### src/hdl/sdram_burst_pkg.sv
/*
 Shared constants and carriers for the SDRAM burst, precharge and self-refresh engine.
 Assumes one device clock (sys_clk) on which every pin is sampled.
*/
package sdram_burst_pkg;
    localparam int COL_W = 9;
    localparam int ROW_ADDR_W = 12;
    localparam int DATA_W = 16;
    localparam int BANKS = 4;
    localparam int AP_BIT = 10;
    localparam int FIFO_DEPTH = 4;
    localparam int MASK_LAT = 2;
    localparam int WR_AP_DELAY = 2;
    localparam logic [2:0] BL_1 = 3'h0;
    localparam logic [2:0] BL_2 = 3'h1;
    localparam logic [2:0] BL_4 = 3'h2;
    localparam logic [2:0] BL_8 = 3'h3;
    localparam logic [2:0] BL_PAGE = 3'h7;
    localparam logic [8:0] PAGE_LEN = 9'h1FF;
    localparam logic [1:0] CAS_MIN = 2'h1;
    localparam logic [3:0] BANKS_ALL = 4'hF;
    localparam logic [3:0] BANKS_NONE = 4'h0;

    typedef struct packed {
        logic cs_b;
        logic ras_b;
        logic cas_b;
        logic we_b;
        logic cke;
        logic [1:0] dqm;
        logic bank_select_high;
        logic bank_select_low;
        logic [ROW_ADDR_W-1:0] addr;
    } cmd_pins_s;

    typedef struct packed {
        logic [1:0] cas_latency;
        logic interleaved;
        logic [2:0] burst_len;
    } mode_cfg_s;

    typedef struct packed {
        logic [COL_W-1:0] col;
        logic [1:0] bank;
        logic [DATA_W-1:0] data;
        logic [1:0] mask;
    } wr_word_s;
endpackage

### src/hdl/sdram_burst_engine.sv
/*
 Device-side command engine: burst read/write, interruptions, burst stop,
 auto-precharge, explicit precharge and self refresh.
 Assumes pins arrive from outside sys_clk and are synchronised here; the array
 itself sits outside on the write port and read-data port.
*/
`timescale 1ns/1ps
`default_nettype none
// Overview of operation
// - CS and CAS low, RAS and WE high starts a read at column
// - Burst type and length come from programmed mode settings
// - CS, CAS, WE low with RAS high starts a write at column
// - Write data taken from command cycle for burst length; later ignored
// - New read restarts at new column; old data until new latency
// - Mask in read tristates two cycles later; in write blocks now
// - New write overrides remaining addresses with a full new burst
// - Read ends a write at once; leftover write data ignored
// - Burst stop ends a full-page burst and leaves bank open
// - Burst stop in read tristates outputs after CAS latency
// - Sequential order wraps in burst without carry from low bits
// - Interleaved order is start column XOR beat index
// - A10 selects auto-precharge; read precharges latency clocks early, never in a burst shorter than the latency
// - Write auto-precharge starts three clocks after last data
// - CS, RAS, WE low, CAS high is precharge
// - Self refresh entry with CKE low; other inputs then ignored
// - Self refresh held while CKE low, exits when it rises
module sdram_burst_engine
    import sdram_burst_pkg::*;
(
    input wire logic sys_clk,
    input wire logic rst_b,
    input wire sdram_burst_pkg::cmd_pins_s pins,
    input wire logic [sdram_burst_pkg::DATA_W-1:0] dq_in,
    output logic [sdram_burst_pkg::DATA_W-1:0] dq_out,
    output logic [1:0] dq_oe,
    input wire sdram_burst_pkg::mode_cfg_s mode,
    input wire logic [sdram_burst_pkg::BANKS-1:0] bank_open_set,
    output logic [sdram_burst_pkg::BANKS-1:0] bank_open,
    output logic [sdram_burst_pkg::BANKS-1:0] bank_precharge,
    output logic self_refresh,
    output logic [sdram_burst_pkg::COL_W-1:0] rd_col,
    output logic [1:0] rd_bank,
    output logic rd_strobe,
    input wire logic [sdram_burst_pkg::DATA_W-1:0] rd_data,
    output logic wr_valid,
    input wire logic wr_ready,
    output sdram_burst_pkg::wr_word_s wr_word,
    output logic wr_stall
);
    import sdram_burst_pkg::*;

    typedef enum logic [2:0] {
        ST_IDLE = 3'b001,
        ST_READ = 3'b010,
        ST_WRITE = 3'b100
    } burst_st_e;

    // ----------------------------------------
    // Pin synchronisers
    // ----------------------------------------
    cmd_pins_s pins_meta;
    cmd_pins_s p;
    logic [DATA_W-1:0] dq_meta;
    logic [DATA_W-1:0] dq_s;
    logic cke_prev;

    always_ff @(posedge sys_clk or negedge rst_b) begin
        if (!rst_b) begin
            pins_meta <= '{cs_b: 1'b1, ras_b: 1'b1, cas_b: 1'b1, we_b: 1'b1, default: '0};
            p <= '{cs_b: 1'b1, ras_b: 1'b1, cas_b: 1'b1, we_b: 1'b1, default: '0};
            dq_meta <= '0;
            dq_s <= '0;
            cke_prev <= 1'b0;
        end else begin
            pins_meta <= pins;
            p <= pins_meta;
            dq_meta <= dq_in;
            dq_s <= dq_meta;
            cke_prev <= p.cke;
        end
    end

    // ----------------------------------------
    // Command decode
    // ----------------------------------------
    logic sel;
    logic cmd_read;
    logic cmd_write;
    logic cmd_stop;
    logic cmd_pre;
    logic cmd_sref;
    logic [1:0] cmd_bank;
    logic [COL_W-1:0] cmd_col;
    logic ap_lock;

    // Self refresh and clock-enable low both gate the decoder
    assign sel = !p.cs_b && cke_prev && !self_refresh;
    assign cmd_bank = {p.bank_select_high, p.bank_select_low};
    assign cmd_col = p.addr[COL_W-1:0];
    // Reads, writes and precharges during an auto-precharge burst are refused, the controller must not send them
    assign cmd_read = sel && p.cke && p.ras_b && !p.cas_b && p.we_b && !ap_lock;
    assign cmd_write = sel && p.cke && p.ras_b && !p.cas_b && !p.we_b && !ap_lock;
    assign cmd_stop = sel && p.ras_b && p.cas_b && !p.we_b;
    assign cmd_pre = sel && !p.ras_b && p.cas_b && !p.we_b && !ap_lock;
    assign cmd_sref = sel && !p.cke && !p.ras_b && !p.cas_b && p.we_b
        && (bank_open == BANKS_NONE);

    // ----------------------------------------
    // Burst sequencer
    // ----------------------------------------
    burst_st_e state;
    logic [COL_W-1:0] start_col;
    logic [8:0] beat;
    logic [8:0] last_beat;
    logic [1:0] bank;
    logic auto_pre;
    logic [COL_W-1:0] beat_col;
    logic [COL_W-1:0] seq_col;
    logic [COL_W-1:0] low_mask;
    logic burst_end;

    always_comb begin
        case (mode.burst_len)
            BL_1: last_beat = 9'h000;
            BL_2: last_beat = 9'h001;
            BL_4: last_beat = 9'h003;
            BL_8: last_beat = 9'h007;
            default: last_beat = PAGE_LEN;
        endcase
    end

    assign low_mask = last_beat;
    assign seq_col = start_col + beat;
    // Sequential wraps only inside the burst-length bits
    always_comb begin
        if (mode.interleaved) begin
            beat_col = start_col ^ beat;
        end else begin
            beat_col = (start_col & ~low_mask) | (seq_col & low_mask);
        end
    end

    assign burst_end = (state != ST_IDLE) && (beat == last_beat);
    assign ap_lock = auto_pre && (state != ST_IDLE);

    always_ff @(posedge sys_clk or negedge rst_b) begin
        if (!rst_b) begin
            state <= ST_IDLE;
            start_col <= '0;
            beat <= '0;
            bank <= '0;
            auto_pre <= 1'b0;
        end else begin
            case (state)
                ST_IDLE, ST_READ, ST_WRITE: begin
                    if (cmd_read || cmd_write) begin
                        // A new command restarts with a full burst from its column
                        state <= cmd_read ? ST_READ : ST_WRITE;
                        start_col <= cmd_col;
                        beat <= '0;
                        bank <= cmd_bank;
                        auto_pre <= p.addr[AP_BIT];
                    end else if (cmd_stop && mode.burst_len == BL_PAGE) begin
                        state <= ST_IDLE;
                        auto_pre <= 1'b0;
                    end else if (state != ST_IDLE && !(wr_stall && state == ST_WRITE)) begin
                        if (burst_end) begin
                            state <= ST_IDLE;
                            auto_pre <= 1'b0;
                        end else begin
                            beat <= beat + 9'h001;
                        end
                    end
                end
                default: state <= ST_IDLE;
            endcase
        end
    end

    // ----------------------------------------
    // Write path through the FIFO
    // ----------------------------------------
    logic wr_push;
    wr_word_s wr_in;
    logic fifo_in_ready;
    logic [8:0] next_beat;
    logic [COL_W-1:0] next_seq_col;
    logic [COL_W-1:0] next_beat_col;

    // Column of the word that the controller presents in this beat
    assign next_beat = beat + 9'h001;
    assign next_seq_col = start_col + next_beat;
    assign next_beat_col = mode.interleaved ? (start_col ^ next_beat)
        : ((start_col & ~low_mask) | (next_seq_col & low_mask));

    // Beats beyond the burst never reach the FIFO
    assign wr_push = (cmd_write || (state == ST_WRITE && !cmd_read && !cmd_stop
        && !burst_end)) && p.dqm == 2'h0;
    assign wr_in.col = cmd_write ? cmd_col : next_beat_col;
    assign wr_in.bank = cmd_write ? cmd_bank : bank;
    assign wr_in.data = dq_s;
    assign wr_in.mask = p.dqm;
    // A full FIFO holds the burst counter, so a slow array back-pressures the stream
    assign wr_stall = !fifo_in_ready;

    sdram_word_fifo #(
        .WIDTH($bits(wr_word_s)),
        .DEPTH(FIFO_DEPTH)
    ) u_wr_fifo (
        .sys_clk(sys_clk),
        .rst_b(rst_b),
        .in_valid(wr_push),
        .in_ready(fifo_in_ready),
        .in_data(wr_in),
        .out_valid(wr_valid),
        .out_ready(wr_ready),
        .out_data(wr_word)
    );

    // ----------------------------------------
    // Read data pipeline
    // ----------------------------------------
    logic [3:0] rd_pipe;
    logic [3:0] stop_pipe;
    logic [1:0] mask_d1;
    logic [1:0] mask_d2;
    logic [1:0] lat_sel;
    logic [DATA_W-1:0] rd_hist [3];

    // Array fetch issued every beat of a read
    assign rd_strobe = (state == ST_READ);
    assign rd_col = beat_col;
    assign rd_bank = bank;
    assign lat_sel = (mode.cas_latency < CAS_MIN) ? CAS_MIN : mode.cas_latency;

    always_ff @(posedge sys_clk or negedge rst_b) begin
        if (!rst_b) begin
            rd_pipe <= '0;
            stop_pipe <= '0;
            mask_d1 <= '0;
            mask_d2 <= '0;
            rd_hist <= '{default: '0};
            dq_out <= '0;
            dq_oe <= '0;
        end else begin
            // Old data keeps flowing until the new latency is reached
            rd_pipe <= {rd_pipe[2:0], rd_strobe};
            stop_pipe <= {stop_pipe[2:0], cmd_stop || cmd_write};
            mask_d1 <= p.dqm;
            mask_d2 <= mask_d1;
            // Data rides the same delay as its enable, so each beat meets its own window
            rd_hist[0] <= rd_data;
            rd_hist[1] <= rd_hist[0];
            rd_hist[2] <= rd_hist[1];
            dq_out <= rd_hist[lat_sel - 2'h1];
            if (stop_pipe[lat_sel - 2'h1]) begin
                dq_oe <= '0;
            end else if (rd_pipe[lat_sel - 2'h1]) begin
                dq_oe <= ~mask_d2;
            end else begin
                dq_oe <= '0;
            end
        end
    end

    // ----------------------------------------
    // Banks, precharge and self refresh
    // ----------------------------------------
    logic [1:0] wr_ap_cnt;
    logic [1:0] wr_ap_bank;
    logic [BANKS-1:0] pre_vec;
    logic rd_ap_fire;

    // Read precharge begins CAS latency beats before the burst ends; a burst shorter than the latency never precharges
    assign rd_ap_fire = state == ST_READ && auto_pre
        && (beat + {7'h00, lat_sel} == last_beat + 9'h001);

    always_comb begin
        pre_vec = BANKS_NONE;
        if (cmd_pre) begin
            pre_vec = p.addr[AP_BIT] ? BANKS_ALL : (BANKS)'(1 << cmd_bank);
        end
        if (rd_ap_fire) begin
            pre_vec = pre_vec | (BANKS)'(1 << bank);
        end
        if (wr_ap_cnt == 2'h1) begin
            pre_vec = pre_vec | (BANKS)'(1 << wr_ap_bank);
        end
    end

    assign bank_precharge = pre_vec;

    always_ff @(posedge sys_clk or negedge rst_b) begin
        if (!rst_b) begin
            wr_ap_cnt <= '0;
            wr_ap_bank <= '0;
        end else if (state == ST_WRITE && auto_pre && burst_end) begin
            wr_ap_cnt <= 2'(WR_AP_DELAY);
            wr_ap_bank <= bank;
        end else if (wr_ap_cnt != 2'h0) begin
            wr_ap_cnt <= wr_ap_cnt - 2'h1;
        end
    end

    always_ff @(posedge sys_clk or negedge rst_b) begin
        if (!rst_b) begin
            bank_open <= BANKS_NONE;
        end else begin
            bank_open <= (bank_open | bank_open_set) & ~pre_vec;
        end
    end

    always_ff @(posedge sys_clk or negedge rst_b) begin
        if (!rst_b) begin
            self_refresh <= 1'b0;
        end else if (cmd_sref) begin
            self_refresh <= 1'b1;
        end else if (self_refresh && p.cke) begin
            self_refresh <= 1'b0;
        end
    end
endmodule
`default_nettype wire

### src/hdl/sdram_word_fifo.sv
/*
 Small flip-flop FIFO with valid/ready on both sides.
 Assumes a single clock; storage indexed by pointers.
*/
`timescale 1ns/1ps
`default_nettype none
module sdram_word_fifo #(
    parameter int WIDTH = 16,
    parameter int DEPTH = 4
) (
    input wire logic sys_clk,
    input wire logic rst_b,
    input wire logic in_valid,
    output logic in_ready,
    input wire logic [WIDTH-1:0] in_data,
    output logic out_valid,
    input wire logic out_ready,
    output logic [WIDTH-1:0] out_data
);
    localparam int AW = $clog2(DEPTH);
    logic [WIDTH-1:0] mem [DEPTH];
    logic [AW-1:0] wr_ptr;
    logic [AW-1:0] rd_ptr;
    logic [AW:0] count;
    logic push;
    logic pop;

    assign in_ready = (count != (AW+1)'(DEPTH));
    assign out_valid = (count != '0);
    assign out_data = mem[rd_ptr];
    assign push = in_valid && in_ready;
    assign pop = out_valid && out_ready;

    always_ff @(posedge sys_clk) begin
        if (push) begin
            mem[wr_ptr] <= in_data;
        end
    end

    always_ff @(posedge sys_clk or negedge rst_b) begin
        if (!rst_b) begin
            wr_ptr <= '0;
            rd_ptr <= '0;
            count <= '0;
        end else begin
            if (push) begin
                wr_ptr <= (wr_ptr == AW'(DEPTH - 1)) ? '0 : wr_ptr + 1'b1;
            end
            if (pop) begin
                rd_ptr <= (rd_ptr == AW'(DEPTH - 1)) ? '0 : rd_ptr + 1'b1;
            end
            count <= count + (AW+1)'(push) - (AW+1)'(pop);
        end
    end
endmodule
`default_nettype wire

### config.mk
export PLATFORM = sky130hd
export DESIGN_NAME = sdram_burst_engine
export DESIGN_NICKNAME = d
export VERILOG_FILES = /design/src/hdl/sdram_burst_pkg.sv /design/src/hdl/sdram_burst_engine.sv /design/src/hdl/sdram_word_fifo.sv
export SDC_FILE = /design/constraint.sdc
export NUM_CORES = 1
export LEC_CHECK = 0
export BUFFER_PORTS_ARGS = -buffer_cell sky130_fd_sc_hd__buf_2
export CAP_MARGIN = 20
export CELL_PAD_IN_SITES_DETAIL_PLACEMENT = 0
export CELL_PAD_IN_SITES_GLOBAL_PLACEMENT = 1
export CORE_UTILIZATION = 35
export CTS_BUF_LIST = sky130_fd_sc_hd__clkbuf_2 sky130_fd_sc_hd__clkbuf_4 sky130_fd_sc_hd__clkbuf_8
export CTS_CLUSTER_SIZE = 24
export DETAILED_ROUTE_END_ITERATION = 10
export PLACE_DENSITY_LB_ADDON = 0.1
export SLEW_MARGIN = 20
export SYNTH_ARGS = -nofsm -noshare
export SYNTH_HDL_FRONTEND = slang
export SYNTH_SLANG_ARGS = --single-unit
### constraint.sdc
create_clock -name sys_clk -period 2.85 [get_ports sys_clk]
set_input_delay 0.1425 -clock sys_clk [delete_from_list [all_inputs] [get_ports sys_clk]]
set_output_delay 0.1425 -clock sys_clk [all_outputs]
set_load 0.02 [all_outputs]
* Word level (Yosys, flattened, before mapping)
Memory sizes are Yosys's and may differ from the RTL's. Index checks and enable logic that the tools add are counted.
Word-level totals: flip-flop bits (word level) 191, latch bits 0, bits in writable memories 116, ROM bits 0, output and inout port bits 70, logic and storage cells 201, memories 1
Memories:
- u_wr_fifo.mem | depth 4, width 29, read ports 1, clocked after memory_dff 0, write ports 1, RTL line sdram_word_fifo.sv:21 | logic [WIDTH-1:0] mem [DEPTH];
Cells by class: add/subtract/negate cells 11, multipliers 0, divide/modulo/power cells 0, magnitude comparators 3, equality and inequality tests 18, shift operators 3, muxes and demuxes 41, bitwise gates (word level) 15, reductions and logical operators 67
Operator list (count):
- $mux 9 | 7
- $logic_and 1x1->1 | 37
- $pmux 9 s4 | 1
- $bmux 16 s2 | 1
- $mux 16 | 2
- $and 9x9->9 | 3
- $add 9x1->9 const B | 2
- $add 9x9->9 | 2
- $eq 9x9->1 | 2
- $mux 3 | 6
- $or 9x9->9 | 2
- $xor 9x9->9 | 2
- $mux 2 | 8
- $mux 4 | 4
- $logic_not 1->1 | 12
- $or 4x4->4 | 3
- $shl 1x2->4 const A | 3
- $mux 1 | 10
- $add 9x2->9 | 1
- $eq 3x2->1 const B | 3
- $not 9->9 | 1
- $reduce_bool 3->1 | 3
- $ne 4x4->1 const B | 2
- $reduce_bool 2->1 | 4
- other kinds (28) | 37

* Logic depth before layout (Yosys ltp)
Gate-level depths: netlist of the first run.
depth after elaboration 17, gate-level depth with buffers 12

* By module
Synthesis of the first run repeated with hierarchy kept, for this count alone.
Unflattened totals: cell total of the unflattened synthesis 810, area, all modules 11960.2 um^2
Modules (own cells, without submodules):
- sdram_burst_engine | times used 1, cells an instance 616, area each 7313.3 um^2, sequential area each 4515.6 um^2
- sdram_word_fifo | times used 1, cells an instance 194, area each 4647.0 um^2, sequential area each 3658.5 um^2

* Least setup slack after synthesis of the first run
No wires, ideal clock.
kind input to register, start point input port mode[4] in the netlist's numbering, end point register bank_open[0] in the netlist's numbering, setup time 0.153 ns, arrival time 3.429 ns, required time 2.697 ns, slack -0.732 ns, stages 12, path through clkbuf_1 -> clkbuf_1 -> nand2b_1 -> ha_1 -> inv_1 -> fa_1 -> xor2_1 -> or3_2 -> a21oi_1 -> o2111ai_1 -> o31ai_1 -> nor2_1
On the way: word-level cells in the longest chain between the ends 10
Ends and longest elaborated chain:
- from (decl) | RTL line sdram_burst_engine.sv:36 | input wire sdram_burst_pkg::mode_cfg_s mode,
- $lt 2x1->1 | RTL line sdram_burst_engine.sv:234 | assign lat_sel = (mode.cas_latency < CAS_MIN) ? CAS_MIN : mode.cas_latency;
- $mux 2 (*) | RTL line sdram_burst_engine.sv:234
- $add 9x2->9 (*) | RTL line sdram_burst_engine.sv:276 | && (beat + {7'h00, lat_sel} == last_beat + 9'h001);
- $eq 9x9->1 (*) | RTL line sdram_burst_engine.sv:276
- $logic_and 1x1->1 (*) | RTL line sdram_burst_engine.sv:276
- $mux 4 (*) | RTL line sdram_burst_engine.sv:283 | if (rd_ap_fire) begin
- $or 4x4->4 | RTL line sdram_burst_engine.sv:287 | pre_vec = pre_vec | (BANKS)'(1 << wr_ap_bank);
- $mux 4 (*) | RTL line sdram_burst_engine.sv:286 | if (wr_ap_cnt == 2'h1) begin
- via bank_precharge, one bit | RTL line sdram_burst_engine.sv:39 | output logic [sdram_burst_pkg::BANKS-1:0] bank_precharge,
- $not 4->4 (*) | RTL line sdram_burst_engine.sv:309 | bank_open <= (bank_open | bank_open_set) & ~pre_vec;
- $and 4x4->4 (*) | RTL line sdram_burst_engine.sv:309
- to (signal assigned) | RTL line sdram_burst_engine.sv:309
- to (decl) | RTL line sdram_burst_engine.sv:38 | output logic [sdram_burst_pkg::BANKS-1:0] bank_open,
The timed path passes the listed nets; every way through them passes the cells marked *. A chain may end at the register's enable or synchronous reset.

* Worst setup path in the final report of the first run
start point register beat[0], end point output port bank_precharge[0] in the netlist's numbering
On the way: word-level cells in the longest chain between the ends 6
Ends and longest elaborated chain:
- from (decl) | RTL line sdram_burst_engine.sv:113 | logic [8:0] beat;
- from (signal assigned) | RTL line sdram_burst_engine.sv:171 | beat <= beat + 9'h001;
- $add 9x2->9 (*) | RTL line sdram_burst_engine.sv:276
- $eq 9x9->1 (*) | RTL line sdram_burst_engine.sv:276
- $logic_and 1x1->1 (*) | RTL line sdram_burst_engine.sv:276
- $mux 4 (*) | RTL line sdram_burst_engine.sv:283
- $or 4x4->4 | RTL line sdram_burst_engine.sv:287
- $mux 4 (*) | RTL line sdram_burst_engine.sv:286
- to (decl) | RTL line sdram_burst_engine.sv:39
Every way passes the cells marked *; elsewhere a longest branch is shown, timed or not.

==> summary.md, run 1 <==
| Metric | Value |
|---|---|
| Status | complete, but fails checks |
| Failing checks | negative setup slack |
| Yosys reg bits | 303 |
| Area post-placement | 13600 um^2 |
| Initial antenna violation count | 0 |
| I/O pin count | 136 |
| Inserted Clock Buffers | 52 |
| Largest net degree at the start of global routing | 71 |
| H-Tree Depth | 2 |
| Pwr/cell area | 748 nW/um^2 |
| Rel. slew slack | 57.2% |
| Final Hold Vio Count | 0 |
| Die width | 187 um |
| Avg Synthesized Cell Area | 14.9 um^2 |
| DR iter-0 viols | 295 |
| # port buffers | 133 |
| Max Buffers Root-to-Sink | 3 |
| Fillers | 3028 |
| Post-Synthesis Cells | 798 |
| Power, Total | 0.0118 W |
| Min Tclk post-route | 3.15 ns |
| Clock-pin slew on the worst setup and hold paths | 0.06 ns |
| Max stage delay on crit path | 0.54 ns |
| Hold slack final | 0.0938 ns |
| RSZ-0062 raised after global routing | true |
| Vias in the first global route | 7646 |
| Worst Setup End Kind | primary output |
| Vias/cell | 4.71 |
| CP arrival | 3.01 ns |
| Core box area | 33500 um^2 |
| Ys Warns | 0 |
| Most frequent cells after synthesis | dfrtp_1 (178), edfxtp_1 (116), nor2_1 (57) |
| Synthesized cell area | 11900 um^2 |
| Overall routing resource usage | 15.8% |
| Post-synth EDFFs | 116 |
| Via count | 7387 |
| Max-cap violation count | 0 |
| Maximum VDD drop | 0.442 mV |
| Required @ worst endpoint | 2.71 ns |
| Critical path peak fanout | 4 |
| Post-synth net total | 896 |
| Fin util | 47.0% |
| Leakage power | 6.59 nW |
| Layout cells sized above 1 | 37.5% |
| Count of cell types in the netlist | 73 |
| Fin crit share | 111% |
| Register area share after synthesis | 68.6% |
| CTS tree | done |
| Crit path kind | flip-flop to primary output |
| Clock Sinks | 303 |
| Fmax | 0.317 GHz |
| Drt drc | 0 |
| # rows | 67 |
| Final worst slack | -0.304 ns |
| Place WS | 0.00736 ns |
| # setup viols final | 11 |
| Nets | 1179 |
| Chip height | 187 um |
| Synth Flop Type | dfrtp_1 |
| Cell Chain, Critical Path | ha_2, inv_2, fa_2, nand2_1, or3_4, a21oi_2, o2111ai_4, o31ai_4, buf_6 |
| DRT Pass-1 Iters | 4 |
| DR WL/cell | 17.3 um |
| Final ANT Viol Nets | 0 |
| Worst Hold Class | input pin to flip-flop |
| Slew @ Worst Pin | 0.642 ns |
| Gp weighted congestion | 0.795 |
| Crit-path slowest cell | fa_2 |
| Synth top area cells | dfrtp_1 (37%), edfxtp_1 (29%), mux4_2 (5.5%) |
| Area Growth Syn to Fin | 32.4% |
| Detailed Place HPWL | 17.6 mm |
| Asr flop ratio synth | 61.7% |
| Clk_lat worst skew | 0.61 ns |
| Slew Viols, Final | 0 |
| First-pass GRT wire length | 42.5 mm |
| Synth top area share | 37.4% |
| Cell with the most instances after synthesis | dfrtp_1 |
| Diodes inserted | 0 |
| Detailed-route wire length | 27.1 mm |
| CTS root buf | clkbuf_8 |
| Final instance area | 15800 um^2 |
| CP Launch Type | flip-flop |
| Cell taking the most area after synthesis | dfrtp_1 |
| Clk_skew | 0.0234 ns |
| Die area | 34800 um^2 |
| Initial Util | 35.5% |
| Total congestion overflow | 0 |
-- final timing paths --
path	from	endpoint	slack (ns)	cells after the start
worst max-delay path	beat[0]$_DFFE_PN0P_	bank_precharge[0]	-0.30	9
worst min-delay path	mode[4]	dq_oe[0]$_DFF_PN0_	0.09	5
worst max register to register	beat[0]$_DFFE_PN0P_	u_wr_fifo.mem[2][26]$_DFFE_PP_	-0.06	12
worst min register to register	mask_d1[1]$_DFF_PN0_	mask_d2[1]$_DFF_PN0_	0.34	0
max in group asynchronous	rst_b	rd_hist[33]$_DFF_PN0_	1.89	3
min in group asynchronous	rst_b	start_col[8]$_DFFE_PN0P_	0.11	2
-- cell type report --
cell class / instances / area [um^2] / area share (%)
flip-flops and latches: 303 / 8180 / 51.8
multi-input cells: 432 / 3850 / 24.4
repair buffers: 260 / 1950 / 12.4
clock buffers: 83 / 1020 / 6.49
well taps: 448 / 561 / 3.55
inverters: 32 / 123 / 0.777
clock inverters: 12 / 90.1 / 0.571
-- worst max-delay path: cells and delay by family, from the launching register on --
kind	cells	cell delay, ns
adders and majority gates	2	0.75
and+or+nand+nor	2	0.40
DFF	1	0.39
buffers and inverters	2	0.19
AOI/OAI and AO/OA	3	0.66
-- cells by family (layout without fill, tap and decap cells) --
family / count (synthesis) / after routing / synth area share, %
AO/OA/AOI/OAI: 149 / 149 / 8.07
adder cells (fa/ha/maj): 32 / 32 / 3.61
multiplexers: 68 / 68 / 8.99
buffers and inverters: 63 / 387 / 2.12
flip-flops: 303 / 303 / 68.6
AND/OR/NAND/NOR: 162 / 162 / 7.08
XOR/XNOR: 21 / 21 / 1.54
-- routing by layer --
| metal | vias to the layer above | routed length [um] | GRT usage (%) |
|---|---|---|---|
| met2 | 157 | 12700 | 25.1 |
| met5 | - | 0 | 0 |
| li1 | 3511 | - | - |
| met3 | 43 | 1470 | 4.76 |
| met4 | 0 | 520 | 4.85 |
| met1 | 3676 | 12400 | 20.9 |
-- layout by cell type, fill, tap and decap left out, drive strengths merged, types with 8 or more instances in the layout --
cell and instances:
clkinv 10, a21o 9, o21ai 39, inv 33
xor2 12, clkbuf 84, mux4 29, dfstp 9
edfxtp 116, mux2i 23, nor2 58, xnor2 9
nand3 8, nand2 36, ha 28, a21oi 42
nor3 11, dfrtp 178, dlygate4sd3 57, buf 202
mux2 16, a211oi 10, nand2b 13
-- what timing repair did --
action	CTS	global route
gates resized for setup	31	71
gates cloned	0	0
setup endpoints to repair	7	99
buffers inserted	10	6
hold endpoints to repair	125	0
hold buffers	57	0
pin swaps	15	27
-- registers in the layout, indices dropped and copies added, names as in the netlist, 3 cells and up --
register         flops
bank_open            4
beat                 9
cmd_col              9
dq_meta             16
dq_out              16
dq_s                16
p                    8
pins_meta           19
rd_hist             48
rd_pipe              3
start_col            9
state                3
stop_pipe            3
u_wr_fifo.count      3
u_wr_fifo.mem      116
-- through the flow --
stage	cells	TNS (ns)
2_1_floorplan	798	0
3_3_place_gp	1402	0
3_5_place_dp	1402	0
4_1_cts	1564	-1.76
5_1_grt	1570	-3.70
6_report	1570	-1.82
-- power breakdown --
group | switching (W) | internal (W) | total [W] | leakage, nW
logic | 0.00142 | 0.00121 | 0.00264 | 2.73
registers | 0.000260 | 0.00481 | 0.00507 | 3.26
clock network | 0.00173 | 0.00237 | 0.00409 | 0.601
total | 0.00341 | 0.00839 | 0.0118 | 6.59
No activity file was read; power rests on OpenSTA's default activity.
==> inputs of run 2 (changes only) <==
--- a/config.mk
+++ b/config.mk
@@ -6,7 +6,6 @@
 export NUM_CORES = 1
 export LEC_CHECK = 0
 export BUFFER_PORTS_ARGS = -buffer_cell sky130_fd_sc_hd__buf_2
-export CAP_MARGIN = 20
 export CELL_PAD_IN_SITES_DETAIL_PLACEMENT = 0
 export CELL_PAD_IN_SITES_GLOBAL_PLACEMENT = 1
 export CORE_UTILIZATION = 35
@@ -14,6 +13,7 @@
 export CTS_CLUSTER_SIZE = 24
 export DETAILED_ROUTE_END_ITERATION = 10
 export PLACE_DENSITY_LB_ADDON = 0.1
+export RECOVER_POWER = 25
 export SLEW_MARGIN = 20
 export SYNTH_ARGS = -nofsm -noshare
 export SYNTH_HDL_FRONTEND = slang
==> run 2 against run 1 <==
Via count is essentially flat. Power is essentially flat. Clock power is essentially flat. Highest routed layer unchanged. Combinational power is essentially flat. Non-clock buffer count is the same. Utilization is essentially flat. Die area is the same. Global-route usage is the same. The flow finishes with violations (max-capacitance violations, max-slew violations, negative setup slack). Sequential power is essentially flat.
==> summary.md, run 2 (same netlist as run 1, synthesis figures left out) <==
| Metric | Value |
|---|---|
| Rel. slew slack | -29.7% (-87 points) |
| Clock power frac | 34.7% (about the same) |
| Fillers | 3029 (+0.033%) |
| Worst Min Path Start | mode[4] |
| Failing checks | max-capacitance violations, max-slew violations, negative setup slack |
| Total congestion overflow | 0 (unchanged) |
| Multi-input combinational cell area | 3850 um^2 (unchanged) |
| Core box area | 33500 um^2 (unchanged) |
| Commonest non-fill, non-tap cell in the layout | dfrtp_1 |
| Hold Path End | dq_oe[0]$_DFF_PN0_ |
| Detailed-route wire length | 27.1 mm (about the same) |
| RSZ-0062 raised after global routing | true |
| CP Launch Type | flip-flop |
| Area Growth Syn to Fin | 32.3% (about the same) |
| Sequential power share | 43.0% (about the same) |
| Hold depth | 5 (unchanged) |
| Min Tclk post-route | 3.15 ns (+0.000361 ns) |
| Worst r2r dst | u_wr_fifo.mem[2][26]$_DFFE_PP_ |
| Fmax | 0.317 GHz (about the same) |
| Pwr/cell area | 748 nW/um^2 (about the same) |
| Net Sw Frac | 28.9% (about the same) |
| Crit path kind | flip-flop to primary output |
| Clk_skew | 0.0233 ns (-0.0000428 ns) |
| Number of flip-flops in the largest register | 116 (unchanged) |
| Gp weighted congestion | 0.795 (unchanged) |
| Chip height | 187 um (unchanged) |
| R2R cell count | 12 (unchanged) |
| Largest registers | u_wr_fifo.mem: 116 flops, rd_hist: 48 flops, pins_meta: 19 flops |
| CP Depth | 9 (unchanged) |
| I/O pin count | 136 (unchanged) |
| Largest net degree at the start of global routing | 71 (unchanged) |
| Via count | 7385 (-0.027%) |
| Critical path peak fanout | 4 (unchanged) |
| CP arrival | 3.01 ns (about the same) |
| Worst Setup End Kind | primary output |
| Register Area | 8180 um^2 (unchanged) |
| Diodes inserted | 0 (unchanged) |
| Fin crit share | 111% (about the same) |
| Clock Sinks | 303 (unchanged) |
| Area post-placement | 13600 um^2 (unchanged) |
| Flop2flop setup slack | -0.06 ns (about the same) |
| Nets | 1179 (unchanged) |
| Place WS | 0.00736 ns (unchanged) |
| Die area | 34800 um^2 (unchanged) |
| Die width | 187 um (unchanged) |
| Final ANT Viol Nets | 0 (unchanged) |
| Reg-to-Reg Start | beat[0]$_DFFE_PN0P_ |
| Inserted Clock Buffers | 52 (unchanged) |
| Leakage power | 6.58 nW (-0.13%) |
| Busiest grt layer | met2 |
| GR Util met2 | 25.1% (unchanged) |
| Final worst slack | -0.304 ns (-0.000361 ns) |
| # port buffers | 133 (unchanged) |
| Sw power | 0.00341 W (about the same) |
| Combinational power share | 22.3% (about the same) |
| CTS tree | done |
| Clk_lat worst skew | 0.62 ns (about the same) |
| DRT Pass-1 Iters | 4 (unchanged) |
| Hold slack final | 0.0932 ns (-0.000510 ns) |
| Crit-path slowest cell | fa_2 |
| Routing usage on met1 | 20.9% (unchanged) |
| CTS root buf | clkbuf_8 |
| Detailed Place HPWL | 17.6 mm (unchanged) |
| Slew Viols, Final | 69 (+69) |
| Initial Util | 35.5% (unchanged) |
| Required @ worst endpoint | 2.71 ns (about the same) |
| Vias in the first global route | 7646 (unchanged) |
| First-pass GRT wire length | 42.5 mm (unchanged) |
| Drt drc | 0 (unchanged) |
| GR Layer Usage met3 | 4.76% (unchanged) |
| Initial antenna violation count | 0 (unchanged) |
| Clock-pin slew on the worst setup and hold paths | 0.06 ns (about the same) |
| # setup viols final | 11 (unchanged) |
| DR iter-0 viols | 295 (unchanged) |
| Overall routing resource usage | 15.8% (unchanged) |
| Vias/cell | 4.70 (about the same) |
| Final instance area | 15800 um^2 (about the same) |
| Layout cells sized above 1 | 37.3% (-0.18 points) |
| Most frequent cells in the layout | dfrtp_1 (176), buf_2 (121), edfxtp_1 (116) |
| Final Hold Vio Count | 0 (unchanged) |
| Max-cap violation count | 1 (+1) |
| Maximum VDD drop | 0.442 mV (about the same) |
| Crit path buf inv count | 2 (unchanged) |
| Max Buffers Root-to-Sink | 3 (unchanged) |
| Worst Hold Class | input pin to flip-flop |
| Biggest register | u_wr_fifo.mem |
| Cell Chain, Critical Path | ha_2, inv_2, fa_2, nand2_1, or3_4, a21oi_2, o2111ai_4, o31ai_4, buf_6 |
| Status | complete, but fails checks |
| # rows | 67 (unchanged) |
| H-Tree Depth | 2 (unchanged) |
| Slew @ Worst Pin | 1.95 ns (+1.30 ns) |
| Max stage delay on crit path | 0.54 ns (about the same) |
| Design internal power | 0.00839 W (about the same) |
| DR WL/cell | 17.3 um (about the same) |
| Critical path's top delay family | adder cells |
-- run 2: area by class of cell --
cell class / instances / area share [%]
clock inverters: 12 / 0.572
multi-input cells: 432 / 24.4
well taps: 448 / 3.56
clock buffers: 83 / 6.49
repair buffers: 260 / 12.3
inverters: 32 / 0.778
flip-flops and latches: 303 / 51.9
-- run 2: what timing repair did --
item,4_1_cts,5_1_grt
endpoints found under the setup margin,7,99
pin swaps,15,27
hold endpoints to repair,125,0
setup buffers,10,6
gates cloned,0,0
resized for setup,31,71
hold buffers,57,0
-- run 2: power by group through the flow --
stage | combinational (W) | sequential (W) | clock [W]
final | 0.00264 | 0.00507 | 0.00409
after global routing | 0.00287 | 0.00511 | 0.00445
after CTS | 0.00258 | 0.00506 | 0.00425
after detailed placement | 0.00246 | 0.00514 | 0
after global placement | 0.00245 | 0.00513 | 0
after floorplan | 0.00160 | 0.00507 | 0
-- run 2: how the worst max path moves through the flow --
| stage | from | to | slack (ns) |
|---|---|---|---|
| after floorplan | state[0]$_DFFE_PN1P_ | u_wr_fifo.mem[3][0]$_DFFE_PP_ | 0.004 |
| after global routing | beat[0]$_DFFE_PN0P_ | bank_precharge[0] | -0.47 |
| after CTS | beat[0]$_DFFE_PN0P_ | bank_precharge[0] | -0.37 |
| final | beat[0]$_DFFE_PN0P_ | bank_precharge[0] | -0.30 |
| after global placement | mode[4] | bank_precharge[0] | 0.02 |
| after detailed placement | mode[4] | bank_precharge[0] | 0.007 |
-- run 2: stage by stage --
stage                     total power (W)  util, %  setup TNS [ns]  instances
after floorplan                   0.00666        -               0        798
after global placement            0.00758     40.5               0       1402
after detailed placement          0.00760     40.5               0       1402
after global routing               0.0124     47.0           -3.70       1570
final                              0.0118     47.0           -1.82       1570
after CTS                          0.0119     46.1           -1.76       1564
-- run 2: layer usage --
layer | share of wire (%) | up-vias
met5 | 0 | -
met4 | 1.9 | 0
met3 | 5.4 | 43
met2 | 47 | 157
met1 | 46 | 3674
li1 | - | 3511
-- run 2: worst reg2reg max path, cell delays in order, from the launching register on --
cell	delay [ns]
dfrtp_1	0.41
buf_4	0.15
buf_6	0.11
buf_6	0.11
buf_4	0.14
ha_4	0.26
fa_2	0.40
a211oi_4	0.30
o21bai_1	0.11
a21oi_2	0.15
mux2i_1	0.22
a211oi_1	0.09
a21o_1	0.20
==> inputs of run 3 (changes only) <==
--- a/config.mk
+++ b/config.mk
@@ -8,7 +8,7 @@
 export BUFFER_PORTS_ARGS = -buffer_cell sky130_fd_sc_hd__buf_2
 export CELL_PAD_IN_SITES_DETAIL_PLACEMENT = 0
 export CELL_PAD_IN_SITES_GLOBAL_PLACEMENT = 1
-export CORE_UTILIZATION = 35
+export CORE_UTILIZATION = 45
 export CTS_BUF_LIST = sky130_fd_sc_hd__clkbuf_2 sky130_fd_sc_hd__clkbuf_4 sky130_fd_sc_hd__clkbuf_8
 export CTS_CLUSTER_SIZE = 24
 export DETAILED_ROUTE_END_ITERATION = 10
==> run 3 against run 2 <==
Utilization increased by 12 points. Largest cell class unchanged. Final cell count fell by 8.5%. Sequential power is essentially flat. Hold slack better by 0.080 ns. Maximum frequency is 0.95% higher. Setup slack improved by 0.030 ns. Sequential share of layout area rose by 1.7 points. Clock skew is 0.0048 ns lower. First-iteration DRC count grew 47%. The run still ends with max-capacitance violations, max-slew violations, negative setup slack left. Count of clock-buffer cells in the layout down 5.
==> summary.md, run 3 (same netlist as run 1, synthesis figures left out) <==
| Metric | Value |
|---|---|
| Status | complete, but fails checks |
| Failing checks | max-capacitance violations, max-slew violations, negative setup slack |
| Crit path buf inv count | 2 (unchanged) |
| Required @ worst endpoint | 2.71 ns (about the same) |
| DR WL/cell | 17.6 um (+2.0%) |
| Fmax | 0.320 GHz (+0.95%) |
| Rel. slew slack | -20.2% (+9.5 points) |
| Sequential power share | 44.1% (+1.1 points) |
| Min Tclk post-route | 3.12 ns (-0.0296 ns) |
| Design internal power | 0.00821 W (-2.1%) |
| Leakage power | 6.44 nW (-2.2%) |
| Initial Util | 45.9% (+10 points) |
| Cell Chain, Critical Path | buf_6, ha_4, a21o_1, a211o_1, a2111oi_4, o2111ai_4, o31ai_4, buf_6 |
| Largest registers | u_wr_fifo.mem: 116 flops, rd_hist: 48 flops, pins_meta: 19 flops |
| Gp weighted congestion | 0.876 (+10%) |
| Critical path's top delay family | compound AO/OA/AOI/OAI gates |
| # setup viols final | 6 (-5) |
| Largest net degree at the start of global routing | 71 (unchanged) |
| Maximum VDD drop | 0.589 mV (+33%) |
| Chip height | 165 um (-12%) |
| Max-cap violation count | 1 (unchanged) |
| Layout cells sized above 1 | 34.1% (-3.3 points) |
| Clk_skew | 0.0186 ns (-0.00475 ns) |
| Most used cell, CP | buf_6 |
| Area Growth Syn to Fin | 28.1% |
| Clock Sinks | 303 (unchanged) |
| CP arrival | 2.98 ns (-0.03 ns) |
| Initial antenna violation count | 1 (+1) |
| Commonest non-fill, non-tap cell in the layout | dfrtp_1 |
| First-pass GRT wire length | 40.1 mm (-5.6%) |
| RSZ-0062 raised after global routing | true |
| Critical path peak fanout | 4 (unchanged) |
| Vias/cell | 5.17 (+10%) |
| Placed cell count | 1278 (-8.8%) |
| Fin util | 58.7% (+12 points) |
| Max stage delay on crit path | 0.43 ns (-0.11 ns) |
| Crit path kind | flip-flop to primary output |
| Worst Hold Class | input pin to flip-flop |
| CTS root buf | clkbuf_8 |
| Via count | 7428 (+0.58%) |
| H-Tree Depth | 2 (unchanged) |
| Nets | 1160 (-1.6%) |
| Combinational power share | 21.5% (-0.8 points) |
| DR iter-0 viols | 435 (+47%) |
| Place WS | -0.0671 ns (-0.0745 ns) |
| # rows | 59 (-12%) |
| Biggest register | u_wr_fifo.mem |
| Die area | 27100 um^2 (-22%) |
| Inserted Clock Buffers | 49 (-5.8%) |
| Drt drc | 0 (unchanged) |
| Slew Viols, Final | 64 (-7.2%) |
| Detailed Place HPWL | 16.7 mm (-5.2%) |
| Die width | 165 um (-12%) |
| Max Buffers Root-to-Sink | 3 (unchanged) |
| Final ANT Viol Nets | 0 (unchanged) |
| # port buffers | 133 (unchanged) |
| Clock power frac | 34.4% (-0.3 points) |
| Crit-path slowest cell | dfrtp_1 |
| Most frequent cells in the layout | dfrtp_1 (175), buf_2 (124), edfxtp_1 (116) |
| Clk_lat worst skew | 0.56 ns (-0.06 ns) |
| Overall routing resource usage | 19.2% (+3.4 points) |
| Final Hold Vio Count | 0 (unchanged) |
| Worst Setup End Kind | primary output |
| I/O pin count | 136 (unchanged) |
| DRT Pass-1 Iters | 4 (unchanged) |
| Fin crit share | 110% (-1.0 points) |
| Vias in the first global route | 7801 (+2.0%) |
| Net Sw Frac | 28.4% (-0.51 points) |
| Finished Layout Cells | 1436 (-8.5%) |
| CTS tree | done |
| Sw power | 0.00326 W (-4.5%) |
| Number of flip-flops in the largest register | 116 (unchanged) |
| Clock-pin slew on the worst setup and hold paths | 0.06 ns (about the same) |
| Detailed-route wire length | 25.3 mm (-6.7%) |
| Total congestion overflow | 0 (unchanged) |
| Final worst slack | -0.275 ns (+0.0296 ns) |
| Final TNS setup | -1.09 ns (+0.728 ns) |
| CP Launch Type | flip-flop |
| Core box area | 26000 um^2 (-23%) |
| Slew @ Worst Pin | 1.80 ns (-0.143 ns) |
| Pwr/cell area | 751 nW/um^2 (+0.41%) |
[run 3: path summary, 6_finish.rpt]
check	from	endpoint	slack, ns	depth (start not counted)
min in group asynchronous	rst_b	start_col[8]$_DFFE_PN0P_	0.61	2
worst max-delay path	beat[1]$_DFFE_PN0P_	bank_precharge[0]	-0.27	8
worst max register to register	beat[0]$_DFFE_PN0P_	u_wr_fifo.mem[0][26]$_DFFE_PP_	0.08	12
worst min-delay path	mode[5]	dq_out[0]$_DFF_PN0_	0.17	3
max in group asynchronous	rst_b	stop_pipe[1]$_DFF_PN0_	0.98	3
worst min register to register	pins_meta[10]$_DFF_PN0_	p[10]$_DFF_PN0_	0.34	0
[run 3: worst reg2reg max path, cell delays in order, from the launching register on]
cell and delay [ns]:
dfrtp_2 0.43, buf_4 0.16, buf_4 0.14, ha_4 0.17, xor2_1 0.14, ha_1 0.35, a211oi_2 0.19, buf_4 0.14
o21bai_1 0.08, a21oi_2 0.17, mux2i_1 0.20, a211oi_1 0.09, a21o_1 0.23
[run 3: what timing repair did]
item,in CTS,in global routing
setup buffers,8,4
setup endpoints to repair,6,33
resized for setup,39,22
hold buffers,57,0
hold endpoints to repair,117,0
pin swaps,14,14
[run 3: per-layer routing]
metal  vias to the layer above  global-route usage (%)  share of wire (%)  wire length, um
li1                       3480                       -                  -                -
met1                      3724                    25.0                 44            11200
met2                       174                    31.8                 49            12400
met3                        50                    3.97                4.6             1150
met4                         0                    7.34                2.3              581
met5                         -                       0                  0                0
[run 3: area by class of cell]
class	count	area [um^2]
clock inverters	11	116
flip-flops and latches	303	8180
inverters	32	120
well taps	335	419
repair buffers	244	1770
clock buffers	78	948
diodes	1	2.50
multi-input cells	432	3710
fillers	2066	10700
[run 3: through the flow]
step	hold slack (ns)	cell area, um^2	power, W
after floorplan	-0.153	12000	0.00666
after global placement	0.189	13300	0.00744
after detailed placement	0.199	13300	0.00750
after CTS	0.112	15200	0.0116
after global routing	0.165	15300	0.0121
final	0.173	15300	0.0115
[run 3: power by group through the flow]
stage / clock network (W) / registers [W] / logic, W
floorplan: 0 / 0.00507 / 0.00160
global placement: 0 / 0.00512 / 0.00232
detailed placement: 0 / 0.00513 / 0.00237
CTS: 0.00406 / 0.00506 / 0.00249
global route: 0.00426 / 0.00509 / 0.00270
finish: 0.00395 / 0.00505 / 0.00247
